**src/inc/rq_desc_pkg.sv**
```systemverilog
// Descriptor field layout, sideband layout and shared enumerations.
`default_nettype none
package rq_desc_pkg;
  localparam int DESC_W     = 128;
  localparam int SB_W       = 10;
  localparam int AT_LO      = 0;
  localparam int AT_HI      = 1;
  localparam int ADDR_LO    = 2;
  localparam int ADDR_HI    = 63;
  localparam int ADDR32_LO  = 32;
  localparam int DWC_LO     = 64;
  localparam int DWC_HI     = 74;
  localparam int RT_LO      = 75;
  localparam int RT_HI      = 78;
  localparam int POISON_BIT = 79;
  localparam int FN_LO      = 80;
  localparam int FN_HI      = 87;
  localparam int FN3_HI     = 82;
  localparam int DEV_LO     = 83;
  localparam int BUS_LO     = 88;
  localparam int BUS_HI     = 95;
  localparam int TAG_LO     = 96;
  localparam int TAG_HI     = 103;
  localparam int RID_EN_BIT = 120;
  // Sideband: byte-valid masks, posted flag, address-type-applies flag.
  localparam int SB_FBE_LO  = 0;
  localparam int SB_FBE_HI  = 3;
  localparam int SB_LBE_LO  = 4;
  localparam int SB_LBE_HI  = 7;
  localparam int SB_POSTED  = 8;
  localparam int SB_MEM     = 9;
  localparam logic [1:0]  AT_UNTRANSLATED = 2'h0;
  localparam logic [1:0]  AT_RESERVED     = 2'h3;
  localparam logic [11:0] DWC_MAX         = 12'h100;
  localparam logic [11:0] DWC_ONE         = 12'h001;
  localparam logic [13:0] DW_ROUND        = 14'h0003;
  localparam logic [1:0]  LAST_LANE       = 2'h3;
  localparam logic [3:0]  BE_ALL          = 4'hf;
  localparam logic [3:0]  BE_NONE         = 4'h0;

  typedef enum logic [2:0] {
    kind_mem_rd, kind_mem_wr, kind_io_rd, kind_io_wr, kind_atomic, kind_msg
  } req_kind_t;

  typedef enum logic [1:0] {
    mode_endpoint, mode_switch_own, mode_switch_relay, mode_root_port
  } mode_t;
endpackage
`default_nettype wire

```
**src/inc/rq_desc_if.sv**
```systemverilog
// Request stream between the user application and the header builder.
`default_nettype none
interface rq_desc_if;
  import rq_desc_pkg::*;
  logic                desc_valid;
  logic                desc_ready;
  logic [DESC_W-1:0]   desc;
  logic [SB_W-1:0]     request_sideband_bus;

  modport device (input desc_valid, input desc, input request_sideband_bus,
                  output desc_ready);
  modport user (output desc_valid, output desc, output request_sideband_bus,
                input desc_ready);
endinterface
`default_nettype wire

```
**src/rq_request_builder.sv**
```systemverilog
// User end: builds request descriptors and sideband from byte-level requests.
`default_nettype none
module rq_request_builder (
  input  wire logic                   clk_sys,
  input  wire logic                   rst_b,
  rq_desc_if.user                     link,
  input  wire logic                   req_valid,
  input  wire rq_desc_pkg::req_kind_t req_kind,
  input  wire logic [3:0]             req_type_code,
  input  wire logic [63:0]            req_addr,
  input  wire logic                   req_addr32,
  input  wire logic [12:0]            req_len_bytes,
  input  wire logic [1:0]             req_at,
  input  wire logic                   req_data_error,
  input  wire rq_desc_pkg::mode_t     req_mode,
  input  wire logic                   req_ari,
  input  wire logic [7:0]             req_function,
  input  wire logic [4:0]             req_device,
  input  wire logic [7:0]             req_bus,
  input  wire logic [7:0]             req_tag,
  output logic                        req_ready,
  output logic                        req_error
);
  import rq_desc_pkg::*;

  typedef enum logic {st_idle, st_send} phase_t;

  typedef struct packed {
    phase_t            phase;
    logic              ready;
    logic              error;
    logic              valid;
    logic [DESC_W-1:0] desc;
    logic [SB_W-1:0]   sb;
  } rb_state_t;

  rb_state_t   st_reg;
  rb_state_t   st_next;

  logic [1:0]  off;
  logic [13:0] span;
  logic [1:0]  end_off;
  logic        zero_len;
  logic [11:0] dwc;
  logic [3:0]  fbe;
  logic [3:0]  lbe;
  logic        is_mem;
  logic        is_io;
  logic        posted;
  logic        bad;
  logic [1:0]  at;
  logic [63:0] addr;
  logic [7:0]  fn_field;
  logic [7:0]  bus_field;
  logic        rid_en;

  // Dword count from byte offset and byte length, rounded up to whole Dwords.
  assign off      = req_addr[1:0];
  assign zero_len = (req_len_bytes == 13'h0000);
  assign span     = {1'b0, req_len_bytes} + {12'h000, off} + DW_ROUND;
  assign end_off  = 2'(off + req_len_bytes[1:0] - 2'h1);
  // A zero-length access is sent as one Dword with no bytes valid.
  assign dwc      = zero_len ? DWC_ONE : span[13:2];

  // Byte-valid masks for the first and last Dword of the transfer.
  always_comb begin
    fbe = 4'(BE_ALL << off);
    lbe = 4'(BE_ALL >> (LAST_LANE - end_off));
    if (zero_len) begin
      fbe = BE_NONE;
      lbe = BE_NONE;
    end else if (dwc == DWC_ONE) begin
      fbe = fbe & lbe;
      lbe = BE_NONE;
    end
  end

  // Request classification.
  assign is_mem = (req_kind == kind_mem_rd) || (req_kind == kind_mem_wr)
                  || (req_kind == kind_atomic);
  assign is_io  = (req_kind == kind_io_rd) || (req_kind == kind_io_wr);
  assign posted = (req_kind == kind_mem_wr) || (req_kind == kind_msg);

  // Requests the far end could not express are refused here.
  assign bad = (dwc > DWC_MAX)
               || (is_io && (dwc != DWC_ONE));

  // The reserved address type is never sent; it falls back to untranslated.
  assign at = (is_mem && (req_at != AT_RESERVED)) ? req_at : AT_UNTRANSLATED;

  // A 32-bit address carries zeros in the upper half.
  assign addr = req_addr32 ? {32'h0000_0000, req_addr[ADDR32_LO-1:0]} : req_addr;

  // Requester numbers and ID source for each port role.
  always_comb begin
    // Defaults suit a requester that supplies its own complete ID.
    fn_field  = req_ari ? req_function : {5'h00, req_function[2:0]};
    bus_field = req_bus;
    rid_en    = 1'b1;
    unique case (req_mode)
      mode_endpoint: begin
        // Upper function bits unused without ARI; bus unused.
        bus_field = 8'h00;
        rid_en    = 1'b0;
      end
      mode_switch_own: begin
        bus_field = req_bus;
      end
      mode_switch_relay: begin
        if (!req_ari) begin
          fn_field = {req_device, req_function[2:0]};
        end
        bus_field = req_bus;
      end
      mode_root_port: begin
        if (!req_ari) begin
          fn_field = {req_device, req_function[2:0]};
        end
        bus_field = req_bus;
      end
    endcase
  end

  // Request handshake and descriptor assembly.
  always_comb begin
    st_next       = st_reg;
    st_next.error = 1'b0;
    unique case (st_reg.phase)
      st_idle: begin
        st_next.ready = 1'b1;
        if (req_valid && st_reg.ready) begin
          // A refused request pulses the error flag and sends nothing.
          if (bad) begin
            st_next.error = 1'b1;
          end else begin
            st_next.desc                       = '0;
            st_next.desc[AT_HI:AT_LO]          = at;
            st_next.desc[ADDR_HI:ADDR_LO]      = addr[ADDR_HI:ADDR_LO];
            st_next.desc[DWC_HI:DWC_LO]        = dwc[10:0];
            st_next.desc[RT_HI:RT_LO]          = req_type_code;
            st_next.desc[POISON_BIT]           = req_data_error;
            st_next.desc[FN_HI:FN_LO]          = fn_field;
            st_next.desc[BUS_HI:BUS_LO]        = bus_field;
            st_next.desc[TAG_HI:TAG_LO]        = req_tag;
            st_next.desc[RID_EN_BIT]           = rid_en;
            // Sideband carries the byte masks and the request class flags.
            st_next.sb                         = '0;
            st_next.sb[SB_FBE_HI:SB_FBE_LO]    = fbe;
            st_next.sb[SB_LBE_HI:SB_LBE_LO]    = lbe;
            st_next.sb[SB_POSTED]              = posted;
            st_next.sb[SB_MEM]                 = is_mem;
            // The whole descriptor goes out in a single beat.
            st_next.valid = 1'b1;
            st_next.ready = 1'b0;
            st_next.phase = st_send;
          end
        end
      end
      st_send: begin
        // The descriptor stays unchanged until the device end takes it.
        if (link.desc_ready) begin
          st_next.valid = 1'b0;
          st_next.ready = 1'b1;
          st_next.phase = st_idle;
        end
      end
    endcase
  end

  // State register.
  always_ff @(posedge clk_sys or negedge rst_b) begin
    if (!rst_b) begin
      st_reg <= '0;
    end else begin
      st_reg <= st_next;
    end
  end

  // Outputs come straight from the state register.
  assign link.desc_valid           = st_reg.valid;
  assign link.desc                 = st_reg.desc;
  assign link.request_sideband_bus = st_reg.sb;
  assign req_ready                 = st_reg.ready;
  assign req_error                 = st_reg.error;
endmodule // rq_request_builder
`default_nettype wire

```
**src/flat_wrapper.sv**
```systemverilog
// flat-port wrapper written by rule: the top's interface ports become plain ports
module rq_request_builder_flat import rq_desc_pkg::*;
  (clk_sys, rst_b, req_valid, req_kind, req_type_code, req_addr, req_addr32, req_len_bytes, req_at, req_data_error, req_mode, req_ari, req_function, req_device, req_bus, req_tag, req_ready, req_error, link_desc_valid, link_desc, link_request_sideband_bus, link_desc_ready);
  rq_desc_if link_i ();
  input  wire logic clk_sys;
  input  wire logic rst_b;
  input  wire logic req_valid;
  input  wire rq_desc_pkg::req_kind_t req_kind;
  input  wire logic [3:0] req_type_code;
  input  wire logic [63:0] req_addr;
  input  wire logic req_addr32;
  input  wire logic [12:0] req_len_bytes;
  input  wire logic [1:0] req_at;
  input  wire logic req_data_error;
  input  wire rq_desc_pkg::mode_t req_mode;
  input  wire logic req_ari;
  input  wire logic [7:0] req_function;
  input  wire logic [4:0] req_device;
  input  wire logic [7:0] req_bus;
  input  wire logic [7:0] req_tag;
  output logic req_ready;
  output logic req_error;
  output wire logic [$bits(link_i.desc_valid)-1:0] link_desc_valid;
  output wire logic [$bits(link_i.desc)-1:0] link_desc;
  output wire logic [$bits(link_i.request_sideband_bus)-1:0] link_request_sideband_bus;
  input wire logic [$bits(link_i.desc_ready)-1:0] link_desc_ready;
  assign link_desc_valid = link_i.desc_valid;
  assign link_desc = link_i.desc;
  assign link_request_sideband_bus = link_i.request_sideband_bus;
  assign link_i.desc_ready = link_desc_ready;
  rq_request_builder u_core (.clk_sys(clk_sys), .rst_b(rst_b), .link(link_i), .req_valid(req_valid), .req_kind(req_kind), .req_type_code(req_type_code), .req_addr(req_addr), .req_addr32(req_addr32), .req_len_bytes(req_len_bytes), .req_at(req_at), .req_data_error(req_data_error), .req_mode(req_mode), .req_ari(req_ari), .req_function(req_function), .req_device(req_device), .req_bus(req_bus), .req_tag(req_tag), .req_ready(req_ready), .req_error(req_error));
endmodule
```
**config.mk**
```make
export PLATFORM = sky130hd
export DESIGN_NAME = rq_request_builder_flat
export DESIGN_NICKNAME = d
export VERILOG_FILES = /design/src/inc/rq_desc_pkg.sv /design/src/inc/rq_desc_if.sv /design/src/rq_request_builder.sv /design/src/flat_wrapper.sv
export SDC_FILE = /design/constraint.sdc
export NUM_CORES = 1
export LEC_CHECK = 0
export ABC_CLOCK_PERIOD_IN_PS = 2560
export BUFFER_PORTS_ARGS = -buffer_cell sky130_fd_sc_hd__buf_4
export CORE_MARGIN = 2
export CORE_UTILIZATION = 40
export CTS_CLUSTER_DIAMETER = 50
export DETAILED_ROUTE_END_ITERATION = 8
export GPL_TIMING_DRIVEN = 1
export PLACE_DENSITY = 0.75
export SLEW_MARGIN = 20
export SYNTH_ARGS = -nofsm -noshare
export SYNTH_HDL_FRONTEND = slang
export SYNTH_SLANG_ARGS = --single-unit
export TNS_END_PERCENT = 30
```
**constraint.sdc**
```tcl
create_clock -name clk_sys -period 2.56 [get_ports clk_sys]
set_input_delay 0.256 -clock clk_sys [delete_from_list [all_inputs] [get_ports clk_sys]]
set_output_delay 0.256 -clock clk_sys [all_outputs]
set_load 0.01 [all_outputs]
```
# Yosys cells after proc, flatten, opt, wreduce, memory -nomap -nowiden

Index checks and enable logic that the tools add are counted.

Register bits: 119
Word-level logic and storage cells: 67
Output and inout port bits: 141
Input port bits: 124

Add/subtract/negate cells: 5
Muxes and demuxes: 21
Magnitude comparators: 1
Reduce and logical (&&, ||, !) cells: 15
Shift-type cells: 2
Bitwise gates (word level): 3
Equal/unequal tests: 14

Operators by type and width:

| operator              | number |
|---|---|
| $mux 142              | 1 |
| $mux 139              | 1 |
| $mux 64               | 1 |
| $mux 8                | 3 |
| $mux 4                | 4 |
| $pmux 8 s2            | 1 |
| $add 13x2->14         | 1 |
| $add 14x2->14 const B | 1 |
| $logic_not 13->1      | 1 |
| $eq 12x1->1 const B   | 1 |
| $gt 12x9->1 const B   | 1 |
| $mux 12               | 1 |
| $ne 12x1->1 const B   | 1 |
| $eq 3x2->1 const B    | 2 |
| $eq 3x3->1 const B    | 2 |
| $mux 2                | 3 |
| $ne 2x2->1 const B    | 3 |
| $reduce_and 3->1      | 2 |
| $logic_or 1x1->1      | 5 |
| $and 4x4->4           | 1 |
| $eq 2x2->1 const B    | 2 |
| $mux 1                | 4 |
| $pmux 2 s2            | 1 |
| $shl 4x2->4 const A   | 1 |
| other kinds (14)      | 17 |

# Depth between registers and ports, before layout

Depth in word-level cells: 10
Mapped depth: 16
Mapped depth without buffers: 12

# Worst setup path before layout

Ideal clock, no wire load.

Path type: input to register
Start: in req_addr[1]
End: reg u_core.st_reg (netlist bit u_core.link.desc[20])
Path slack: -702 ps
Library setup time: 127 ps
Required time: 2433 ps
Data arrival time: 3134 ps
Stages: 15
Path buffers: 4
Cells stage by stage: inv_1 ha_1 inv_1 ha_1 inv_1 fa_1 clkbuf_1 or4b_1 a22oi_1 o211ai_1 a21oi_1 buf_4 buf_6 buf_6 mux2_1

Cells in the longest elaborated chain, start to end: 8
Elaborated cells on any way between the ends: 9
Classes of those cells: add/sub: 2; order compare: 1; eq/ne: 1; mux: 1; bitwise: 1; reduce/logical: 3

RTL lines:

| element                                             | line                      | RTL |
|---|---|---|
| start, declared                                     | flat_wrapper.sv:10        | `input wire logic [63:0] req_addr;` |
| $add 13x2->14 *                                     | rq_request_builder.sv:60  | `assign span = {1'b0, req_len_bytes} + {12'h000, off} + DW_ROUND;` |
| $add 14x2->14 *                                     | rq_request_builder.sv:60  |  |
| $mux 12 *                                           | rq_request_builder.sv:63  | `assign dwc = zero_len ? DWC_ONE : span[13:2];` |
| branches (longest 2 deep; another with $gt 12x9->1) | -                         |  |
| $logic_or 1x1->1 *                                  | rq_request_builder.sv:86  | `\|\| (is_io && (dwc != DWC_ONE));` |
| $not 1->1 (no source line) *                        | -                         |  |
| $reduce_and 3->1 (no source line) *                 | -                         |  |
| end signal, assigned                                | rq_request_builder.sv:175 | `st_reg <= st_next;` |
| end, declared                                       | rq_request_builder.sv:37  | `rb_state_t st_reg;` |

Mark *: on every way between the ends.
A chain may end at the register's enable or synchronous reset.

# Worst setup path in the final report

Start: in req_addr[1]
End: reg u_core.st_reg (netlist bit u_core.link.request_sideband_bus[0])

Cells in the longest elaborated chain, start to end: 8
Elaborated cells on any way between the ends: 18
Classes of those cells: add/sub: 5; order compare: 1; eq/ne: 2; shift: 2; mux: 3; bitwise: 2; reduce/logical: 3

RTL lines:

| element |
|---|
| branches (longest 8 deep; another with $add 13x2->14) |

Parallel ways; which one is timed is not known.

==> flow_metrics.tcl <==
set metrics [dict create \
    syn_avg_cell_area_sq_um 11.7 \
    ir_worst_vdd_mv 0.407 \
    htree_levels 4 \
    clock_latency_ps 420 \
    hold_violations 0 \
    synthCells 545 \
    async_flop_share_pct 100 \
    max_stage_delay_ps 490 \
    end_kind "flip-flop" \
    fin_cells 960 \
    pin_count 265 \
    wire_per_inst_microns 16.9 \
    violations "setup timing" \
    path_clk_slew_ps 60 \
    ant_nets 0 \
    seqCellArea_sq_um 2980 \
    antennaDiodeCount 0 \
    worstHoldPathType "in2reg" \
    fin_nets 860 \
    ys_seq_area_share_pct 46.6 \
    synth-edff-count 0 \
    netlist_top_cells_area "dfrtp_1 47%, buf_4 17%, mux2_2 17%" \
    fin_crit_sh_pct 109 \
    drv_cap 0 \
    crit_chain "buf_8, inv_6, ha_4, inv_4, ha_4, inv_2, fa_2, or4b_4, a22oi_2, o211ai_1, a21oi_4, buf_12, buf_12, buf_8, buf_6, mux2_2" \
    finClkSkew_ps 6.11 \
    rsz0062_at_grt "yes" \
    sw_frac_of_total_pct 28.5 \
    yosys-top-cells-count "148 x buf_4, 119 x dfrtp_1, 98 x mux2_2" \
    num_rows 46 \
    grt_pass1_wl_microns 23200 \
    worstMarginPinSlew_ps 647 \
    run_status "finished, violations left" \
    timing.final.ws_setup_ps -237 \
    post-synth-top-area-cell "dfrtp_1" \
    yosys_most_used_dff "dfrtp_1" \
    post-dp-hpwl_microns 10600 \
    p_int_mw 4.95 \
    finalPower_mw 6.92 \
    synth_top_area_share_pct 46.6 \
    grt_remaining_overflow 0 \
    antenna_found_initial 0 \
    fmax_mhz 358 \
    multi_input_area_sq_um 2520 \
    largest_register_ffs 105 \
    gp_congestion 0.922 \
    yosysMostFrequentCell "buf_4" \
    hold_ws_ps 64.8 \
    drt_iter0_markers 182 \
    leakage_nw 4.47 \
    port_buffers 241 \
    layout_min_cycle_time_ps 2800 \
    cp_max_fo 6 \
    worstSetupPathType "in2reg" \
    place_ws_ps -665 \
    cts.sinks 119 \
    placed_cell_area_sq_um 7750 \
    fill_cells 1318 \
    drc 0 \
    viasPerCell 4.63 \
    cp_data_required_time_ps 2860 \
    drv_slew 0 \
    p_switching_mw 1.97 \
    final_cell_area_sq_um 9110 \
    dieHeight_microns 130 \
    final-setup-viol-count 113 \
    comb_power_share_pct 29.5 \
    cts_buffers 17 \
    layout-drive-gt1-share_pct 61.3 \
    grt_max_degree 120 \
    slew_headroom_pct 56.9 \
    p_clk_share_pct 32.8 \
    grt_pass1_vias 4546 \
    worst_setup_path_start_kind "primary input" \
    dp_cells 894 \
    core_area_sq_um 15800 \
    yosys_warnings 0 \
    synthToLayoutAreaGrowth_pct 42.5 \
    vias 4448 \
    cts_root_buf "clkbuf_16" \
    track_usage_pct 18.0 \
    power_density_nw_per_um2 760 \
    ys_types 44 \
    p_seq_share_pct 37.7 \
    die_w_microns 130 \
    path_delay_family "buffers and inverters" \
    synth_area_sq_um 6390 \
    synth_seq_cells 119 \
    drt-pass1-iter-count 4 \
    arrival_ps 3100 \
    critical_path_buf_inv_count 8 \
    initial_core_util_pct 40.5 \
    clk_path_buf_depth 2 \
    wl_microns 16200 \
    cts_tree "yes" \
    die_area_sq_um 17000 \
    crit_slowest_cell "or4b_4" \
]
-- stage by stage --
| step | TNS, ps | util [%] |
|---|---|---|
| 3_3_place_gp | -64290 | 49.2 |
| 5_1_grt | -34620 | 57.8 |
| 4_1_cts | -18120 | 54.9 |
| 6_report | -21260 | 57.8 |
| 3_5_place_dp | -72880 | 49.2 |
| 2_1_floorplan | -43820 | - |
-- cells by family (layout without fill, tap and decap cells) --
kind of cell,Yosys count,count (layout),synth area share (%)
multiplexers,113,113,19.7
XOR/XNOR,9,9,1.23
other,1,23,0.0587
buffers and inverters,179,356,19.6
AND/OR/NAND/NOR,92,92,8.61
AO/OA/AOI/OAI,27,27,3.13
flip-flops,119,119,46.6
adder cells (fa/ha/maj),5,5,1.10
-- power by group through the flow --
stage	sequential (mW)	combinational [mW]	clock, mW
floorplan	2.53	1.48	0
global placement	2.60	1.82	0
detailed placement	2.62	1.88	0
CTS	2.61	1.98	2.32
global route	2.67	2.19	2.41
finish	2.61	2.04	2.27
-- repair_timing --
item / 4_1_cts / 5_1_grt
resized for setup: 42 / 38
hold buffers: 1 / 0
endpoints found under the hold margin: 119 / 0
endpoints found under the setup margin: 111 / 114
buffers inserted: 5 / 16
pin swaps: 0 / 7
cloned: 4 / 8
-- final cells by class --
cell class	count	share of cell area [%]
Clock buffer	18	4.82
Clock inverter	14	1.40
Inverter	20	1.04
Multi-Input combinational cell	269	27.7
Sequential cell	119	32.7
Tap cell	216	2.97
Timing Repair Buffer	304	29.4
-- cells in the final DEF, fill, tap and decap left out, types with 3 or more instances in the layout --
| master | instances |
|---|---|
| buf_4 | 271 |
| dfrtp_1 | 119 |
| mux2_4 | 57 |
| nor2b_1 | 46 |
| mux2_2 | 46 |
| conb_1 | 23 |
| clkbuf_16 | 23 |
| inv_1 | 15 |
| nand2_1 | 11 |
| buf_12 | 11 |
| mux2i_1 | 10 |
| nor2_1 | 8 |
| clkinvlp_4 | 7 |
| buf_6 | 7 |
| nand2b_1 | 5 |
| nand4_1 | 5 |
| xor2_1 | 5 |
| a22o_1 | 5 |
| xnor2_1 | 4 |
| buf_16 | 4 |
| inv_6 | 3 |
| a21oi_1 | 3 |
| nor3_1 | 3 |
| buf_8 | 3 |
-- per-layer routing --
layer	track usage, %	share of wire [%]
met5	0	0
met1	21.0	39
met2	29.9	51
met3	7.33	8.4
met4	7.07	1.5
-- worst paths after layout --
kind	start	slack (ps)	cells after the start	endpoint
worst min register to register	u_core.link.desc[9]	510	1	u_core.link.desc[9]
min in group asynchronous	rst_b	470	3	u_core.link.desc[92]
max in group asynchronous	rst_b	1600	3	u_core.link.desc[49]
worst max-delay path	req_addr[1]	-240	16	u_core.link.request_sideband_bus[0]
worst min-delay path	req_addr[26]	60	2	u_core.link.desc[26]
worst max register to register	u_core.req_ready	780	9	u_core.link.request_sideband_bus[0]
(Power assumes the default switching activity.)
